[src/logic/ccc_defs.svh]
/*
  Constants of the command-coil block: coil addresses, coil values,
  reset values. Assumes it is included by design files and by the bench.
*/
`ifndef CCC_DEFS_SVH
`define CCC_DEFS_SVH

// ----------------------------------------------------------------------
// Coil addresses
// ----------------------------------------------------------------------
`define CCC_COIL_DISCARD     16'h03F2
`define CCC_COIL_SINGLE      16'h03F3
`define CCC_COIL_FIRST       16'h03F4
`define CCC_COIL_SECOND      16'h03F5
`define CCC_COIL_FACTORY     16'h03F6
`define CCC_COIL_SAVE_MASS   16'h03F7
`define CCC_COIL_SAVE_VOL    16'h03F8
// Last coil whose read shows a running operation
`define CCC_COIL_LAST_STATUS 16'h03F6

// ----------------------------------------------------------------------
// Coil write values and reset values
// ----------------------------------------------------------------------
`define CCC_COIL_ON          16'hFF00
`define CCC_COIL_OFF         16'h0000
`define CCC_FIRST_DONE_RST   1'h0
`define CCC_START_RST        1'h0

`endif

[src/logic/ccc_pkg.sv]
/*
  Types of the command-coil block: operation codes, engine states and
  the structs of the coil access port. Assumes nothing of its users.
*/
package ccc_pkg;

  // Operation code equals the coil offset from the discard coil
  typedef enum logic [2:0] {
    CCC_OP_DISCARD   = 3'b000,
    CCC_OP_SINGLE    = 3'b001,
    CCC_OP_FIRST     = 3'b010,
    CCC_OP_SECOND    = 3'b011,
    CCC_OP_FACTORY   = 3'b100,
    CCC_OP_SAVE_MASS = 3'b101,
    CCC_OP_SAVE_VOL  = 3'b110,
    CCC_OP_NONE      = 3'b111
  } ccc_op_e;

  typedef enum logic [1:0] {
    CCC_ST_IDLE  = 2'b00,
    CCC_ST_ISSUE = 2'b01,
    CCC_ST_WAIT  = 2'b10
  } ccc_state_e;

  // Decoded single-coil access from the serial front end
  typedef struct packed {
    logic        wr;
    logic        rd;
    logic [15:0] addr;
    logic [15:0] value;
  } ccc_coil_req_s;

  typedef struct packed {
    logic ack;
    logic refused;
    logic rdata;
  } ccc_coil_rsp_s;

endpackage

[src/logic/ccc_op_engine.sv]
/*
  Operation engine: runs one coil operation at a time, issues a start
  pulse with its code and waits for the device's done pulse.
  Assumes the caller only starts it while it is idle.
*/
`timescale 1ns/1ps
`include "ccc_defs.svh"

module ccc_op_engine (
  input  wire logic            clk_i,       // 10 MHz clock
  input  wire logic            rst_i,       // Sync reset, active high
  input  wire logic            ce_i,        // Clock enable
  input  wire logic            start_i,     // Accepted command
  input  wire ccc_pkg::ccc_op_e op_i,       // Its operation
  input  wire logic            op_done_i,   // Device finished operation
  output ccc_pkg::ccc_op_e     run_op_o,    // Operation in hand
  output logic                 busy_o,      // Operation running
  output logic                 op_start_o,  // One-cycle start pulse
  output logic                 finish_o     // One-cycle finish pulse
);

  ccc_pkg::ccc_state_e state;
  ccc_pkg::ccc_state_e next_state;

  // ----------------------------------------------------------------------
  // Next state
  // ----------------------------------------------------------------------
  always_comb begin
    next_state = state;
    unique case (state)
      ccc_pkg::CCC_ST_IDLE: begin
        if (start_i) next_state = ccc_pkg::CCC_ST_ISSUE;
      end
      ccc_pkg::CCC_ST_ISSUE: begin
        next_state = ccc_pkg::CCC_ST_WAIT;
      end
      ccc_pkg::CCC_ST_WAIT: begin
        if (op_done_i) next_state = ccc_pkg::CCC_ST_IDLE;
      end
      default: begin
        next_state = ccc_pkg::CCC_ST_IDLE;
      end
    endcase
  end

  wire launch = (state == ccc_pkg::CCC_ST_IDLE) && start_i;
  wire ending = (state == ccc_pkg::CCC_ST_WAIT) && op_done_i;

  // ----------------------------------------------------------------------
  // State and outputs
  // ----------------------------------------------------------------------
  always_ff @(posedge clk_i) begin
    if (rst_i) begin
      state      <= ccc_pkg::CCC_ST_IDLE;
      run_op_o   <= ccc_pkg::CCC_OP_NONE;
      busy_o     <= 1'h0;
      op_start_o <= `CCC_START_RST;
      finish_o   <= 1'h0;
    end else if (ce_i) begin
      state      <= next_state;
      busy_o     <= (next_state != ccc_pkg::CCC_ST_IDLE);
      op_start_o <= launch;
      finish_o   <= ending;
      if (launch) run_op_o <= op_i;
    end
  end

endmodule

[src/logic/ccc_coils.sv]
/*
  Command coils 1010 to 1016 of a flow converter: decodes single-coil
  writes and reads, starts discard, density calibration, factory restore
  and save operations, and reports running operations other than saves on read.
  Assumes a serial front end that delivers one decoded coil access per
  cycle and answers addresses outside this block itself.
*/
`timescale 1ns/1ps
`include "ccc_defs.svh"

module ccc_coils (
  input  wire logic                  clk_i,        // 10 MHz clock
  input  wire logic                  rst_i,        // Sync reset, active high
  input  wire logic                  ce_i,         // Clock enable
  input  wire ccc_pkg::ccc_coil_req_s coil_req_i,  // Decoded coil access
  input  wire logic                  op_done_i,    // Device finished op
  output ccc_pkg::ccc_coil_rsp_s     coil_rsp_o,   // Registered answer
  output ccc_pkg::ccc_op_e           op_code_o,    // Operation in hand
  output logic                       op_start_o,   // Start pulse
  output logic                       busy_o,       // Operation running
  output logic                       first_done_o  // First point held
);

  // ----------------------------------------------------------------------
  // Address and value decode
  // ----------------------------------------------------------------------
  wire               in_range;
  wire        [15:0] offs;
  wire               is_on;
  wire               is_off;
  wire               status_coil;
  ccc_pkg::ccc_op_e  req_op;
  ccc_pkg::ccc_op_e  run_op;
  wire               running;
  wire               finish;
  wire               second_blocked;
  wire               wr_hit;
  wire               rd_hit;
  wire               wr_accept;
  wire               wr_off;
  wire               wr_refuse;
  wire               rd_running;
  wire               clr_first;
  wire               set_first;
  wire               next_first;
  ccc_pkg::ccc_coil_rsp_s next_rsp;

  assign in_range = (coil_req_i.addr >= `CCC_COIL_DISCARD) &&
                    (coil_req_i.addr <= `CCC_COIL_SAVE_VOL);
  assign offs     = coil_req_i.addr - `CCC_COIL_DISCARD;
  assign req_op   = ccc_pkg::ccc_op_e'(offs[2:0]);
  assign is_on    = (coil_req_i.value == `CCC_COIL_ON);
  assign is_off   = (coil_req_i.value == `CCC_COIL_OFF);
  // Save coils are write only and never read as running
  assign status_coil = (coil_req_i.addr <= `CCC_COIL_LAST_STATUS);

  // ----------------------------------------------------------------------
  // Command acceptance
  // ----------------------------------------------------------------------
  // Second point needs a completed first point
  assign second_blocked = (req_op == ccc_pkg::CCC_OP_SECOND) &&
                          !first_done_o;
  assign wr_hit    = coil_req_i.wr && in_range;
  assign rd_hit    = coil_req_i.rd && in_range;
  // One operation at a time: a second command while busy is refused
  // rather than queued, so the master sees the clash at once.
  assign wr_accept = wr_hit && is_on && !running &&
                     !second_blocked;
  assign wr_off    = wr_hit && is_off;
  assign wr_refuse = wr_hit && ((!is_on && !is_off) ||
                     (is_on && (running || second_blocked)));
  assign rd_running = running && status_coil &&
                      (run_op == req_op);

  // One driver for the whole answer struct
  assign next_rsp = '{ack:     wr_accept || wr_off || rd_hit,
                      refused: wr_refuse,
                      rdata:   rd_hit && rd_running};

  // ----------------------------------------------------------------------
  // First-point record of the two-point calibration
  // ----------------------------------------------------------------------
  // A new single point, second point or factory restore ends the pair
  assign clr_first = wr_accept &&
                     ((req_op == ccc_pkg::CCC_OP_SECOND) ||
                      (req_op == ccc_pkg::CCC_OP_SINGLE) ||
                      (req_op == ccc_pkg::CCC_OP_FACTORY));
  assign set_first = finish && (run_op == ccc_pkg::CCC_OP_FIRST);
  // Set wins over clear
  assign next_first = set_first ? 1'h1 :
                      (clr_first ? 1'h0 : first_done_o);

  always_ff @(posedge clk_i) begin
    if (rst_i) begin
      first_done_o <= `CCC_FIRST_DONE_RST;
      coil_rsp_o   <= '0;
    end else if (ce_i) begin
      first_done_o <= next_first;
      coil_rsp_o   <= next_rsp;
    end
  end

  // ----------------------------------------------------------------------
  // Operation engine
  // ----------------------------------------------------------------------
  // Op code equals coil offset: discard, single, first, second, factory,
  // save with mass, save with volume.
  ccc_op_engine u_engine (
    .clk_i      (clk_i),
    .rst_i      (rst_i),
    .ce_i       (ce_i),
    .start_i    (wr_accept),
    .op_i       (req_op),
    .op_done_i  (op_done_i),
    .run_op_o   (run_op),
    .busy_o     (running),
    .op_start_o (op_start_o),
    .finish_o   (finish)
  );

  assign op_code_o = run_op;
  assign busy_o    = running;
endmodule

[config.mk]
export PLATFORM = sky130hd
export DESIGN_NAME = ccc_coils
export DESIGN_NICKNAME = d
export VERILOG_FILES = /design/src/logic/ccc_pkg.sv /design/src/logic/ccc_op_engine.sv /design/src/logic/ccc_coils.sv
export VERILOG_INCLUDE_DIRS = /design/src /design/src/logic
export SDC_FILE = /design/constraint.sdc
export NUM_CORES = 1
export LEC_CHECK = 0
export ABC_CLOCK_PERIOD_IN_PS = 3000
export BUFFER_PORTS_ARGS = -buffer_cell sky130_fd_sc_hd__buf_2
export CORE_MARGIN = 1
export CORE_UTILIZATION = 41
export CTS_CLUSTER_SIZE = 24
export DETAILED_ROUTE_END_ITERATION = 12
export PLACE_DENSITY = 0.77
export RECOVER_POWER = 50
export SYNTH_ARGS = -nofsm -noshare
export SYNTH_HDL_FRONTEND = slang
export SYNTH_HIERARCHICAL = 1
export SYNTH_SLANG_ARGS = --single-unit
[constraint.sdc]
create_clock -name clk_i -period 3 [get_ports clk_i]
set_clock_uncertainty 0.15 [all_clocks]
set_input_delay 0.3 -clock clk_i [delete_from_list [all_inputs] [get_ports clk_i]]
set_output_delay 0.3 -clock clk_i [all_outputs]
set_load 0.1 [all_outputs]
==> metrics <==
Placed Cells 162; outcome finished, final reports clean; Seq/Total Area, Yosys 0.314; CTS Hold Bufs 0; kind of critical path input pin to flip-flop; Leak Pwr 0.420 nW; core area 0.00175 sq mm; total number of vias 849; final std cells w/o fill 166; Remaining DRCs 0; post-route ant nets 0; gpl congestion 0.787; Die Wd 45.2 um; DR pass1 iterations 4; RSZ-0062 raised after global routing false; Worst-Margin Slew 1.16 ns; Fin. Hold Viols 0; crit start category input pin; layout cell share with drive strength beyond 1 0.333; Gates resized, CTS repair 0; total track usage 0.203; mapped cell area roughly 760 sq um; Die Height 45.2 um; Post-CTS Setup Bufs 0; critical path required time 3.02 ns; CTS tree built; max_slew headroom 0.227; DR WL/cell 11.0 um; Post-Syn Instances 93; Initial Util 0.438; total power approximately 350 uW; M2 GR Usage 0.345; CP Capture Type flip-flop; I/O Buffers 46; Post-Route WL 1830 um; TNS Setup 0 ns; Critical Path AT 2.62 ns; clock latency at the later pin of the worst-skew pair 0.28 ns; Slew Viols, Final 0; DPL Wire Length between 1000 and 1500 um; antenna diode count 0; total CTS buffers 3; Nets 182; vias per cell 5.11; most used routing layer met2; initial antenna violation count 0; commonest cells after routing, fill and taps aside buf_2 (38), dfxtp_1 (12), nand2_1 (11); max cap viols 0; Avg Cell Area, Syn between 8 and 9 sq um; final setup margin 0.403 ns; top-level I/O count between 40 and 50; total gr overflow 0; FMAX between 300 and 400 MHz; Final Cycle Share 0.866; vias in the first global route between 700 and 800; area grow syn2layout 35.7%; num rows 15; global-route wire length before repair 2930 um; Syn. warnings 6; pin count of the biggest net entering global routing 12; crit path time final 2.60 ns; Post-Place Setup Slack 0.118 ns; worst hold path class input pin to flip-flop; routing usage on met3 0.0720; VDD IR max 0.224 mV; final setup violation count 0; #FFs+latches synth 12; die area 0.00204 sq mm; met1 Use GR 0.226; PwrDens 338 mW/mm^2; CTS clk-pin slew, worst paths approximately 0.080 ns; CP Max Fanout 8; H-tree Lvls 1; initial drt markers 12; Cell variety after synth 35; Synth Net Count 133; commonest non-fill, non-tap cell in the layout buf_2; final core utilization 0.594; Clock Tree Buf Depth 2; Root Buffer clkbuf_4; Clock Sinks 12
==> Yosys cell counts <==
cell type   n  area [sq um]
a211o_1     3          26.3
a211oi_1    1          7.51
a21oi_1     8          40.0
a221o_1     1          10.0
a2bb2oi_1   1          8.76
and2_1      1          6.26
and4b_1     1          10.0
and4bb_1    1          12.5
buf_1       1          3.75
buf_6       1          11.3
dfxtp_1    12           240
ha_1        2          25.0
inv_1       5          18.8
nand2_1    11          41.3
nand2b_1    3          18.8
nand3_1     3          15.0
nand3b_1    1          7.51
nand4_1     2          12.5
nand4b_1    3          26.3
nor2_1      4          15.0
nor2b_1     1          6.26
nor2b_2     3          26.3
nor3_1      1          5.00
nor3b_1     1          7.51
nor4_1      6          37.5
nor4_2      1          12.5
nor4bb_1    2          20.0
o21ai_0     4          20.0
o21ai_1     1          5.00
o31ai_1     2          15.0
or3_1       1          6.26
or3b_1      1          8.76
or4_4       1          11.3
xnor2_1     2          17.5
xor2_1      1          8.76
==> flip-flops by register name, summed over array words and instances (netlist names) <==
| register | count |
|---|---|
| u_engine/state | 2 |
| u_engine/finish_o | 1 |
| u_engine/busy_o | 1 |
| coil_rsp_o | 3 |
| first_done_o | 1 |
| u_engine/run_op_o | 3 |
| u_engine/op_start_o | 1 |
==> kinds of logic (layout without fill, tap and decap cells) <==
family          Yosys count  after routing  synth area share
xor+xnor                  3              3            0.0344
buf+inv                   7             55            0.0442
compound gates           21             21             0.173
simple gates             48             48             0.401
flops                    12             12             0.314
fa+ha+maj                 2              2            0.0327
==> metrics by stage <==
stage / area [sq um] / hold WS (ns)
2_1_floorplan: 764 / 0.246
3_3_place_gp: 1010 / 0.282
3_5_place_dp: 1010 / 0.289
4_1_cts: 1050 / 0.103
5_1_grt: 1040 / 0.139
6_report: 1040 / 0.113
==> power breakdown <==
group | switching [mW] | total (mW) | internal [mW]
Clock | 0.0584 | 0.132 | 0.0739
Combinational | 0.0300 | 0.0577 | 0.0277
Sequential | 0.000541 | 0.160 | 0.160
Total | 0.0889 | 0.350 | 0.261
==> final cells by class <==
| cell class | instances | area [sq um] |
|---|---|---|
| Tap cell | 25 | 31.3 |
| Sequential cell | 12 | 240 |
| Fill cell | 176 | 708 |
| Inverter | 5 | 18.8 |
| Clock buffer | 4 | 36.3 |
| Multi-Input combinational cell | 74 | 490 |
| Timing Repair Buffer | 46 | 220 |
==> critical path, cell delays in order <==
cell and delay, ns:
buf_2 0.15, inv_1 0.08, ha_1 0.35, nor4bb_1 0.17
or4_4 0.51, nor3_1 0.29, and4bb_1 0.45, nor2b_2 0.07
a211o_1 0.26
==> layer usage <==
layer  wire [um]  vias to the layer above
li1            -                      448
met1         817                      371
met2         873                       25
met3         115                        5
met4          27                        0
met5           0                        -
==> worst paths after layout <==
| check | startpoint | endpoint | slack [ns] | depth (start not counted) |
|---|---|---|---|---|
| max reg2reg | u_engine/busy_o | u_engine/run_op_o[0] | 0.61 | 6 |
| max | coil_req_i[17] | u_engine/run_op_o[0] | 0.40 | 9 |
| min | coil_req_i[33] | coil_rsp_o[1] | 0.11 | 3 |
| min reg2reg | u_engine/finish_o | u_engine/finish_o | 0.31 | 2 |
No activity file was read; power rests on OpenSTA's default activity.
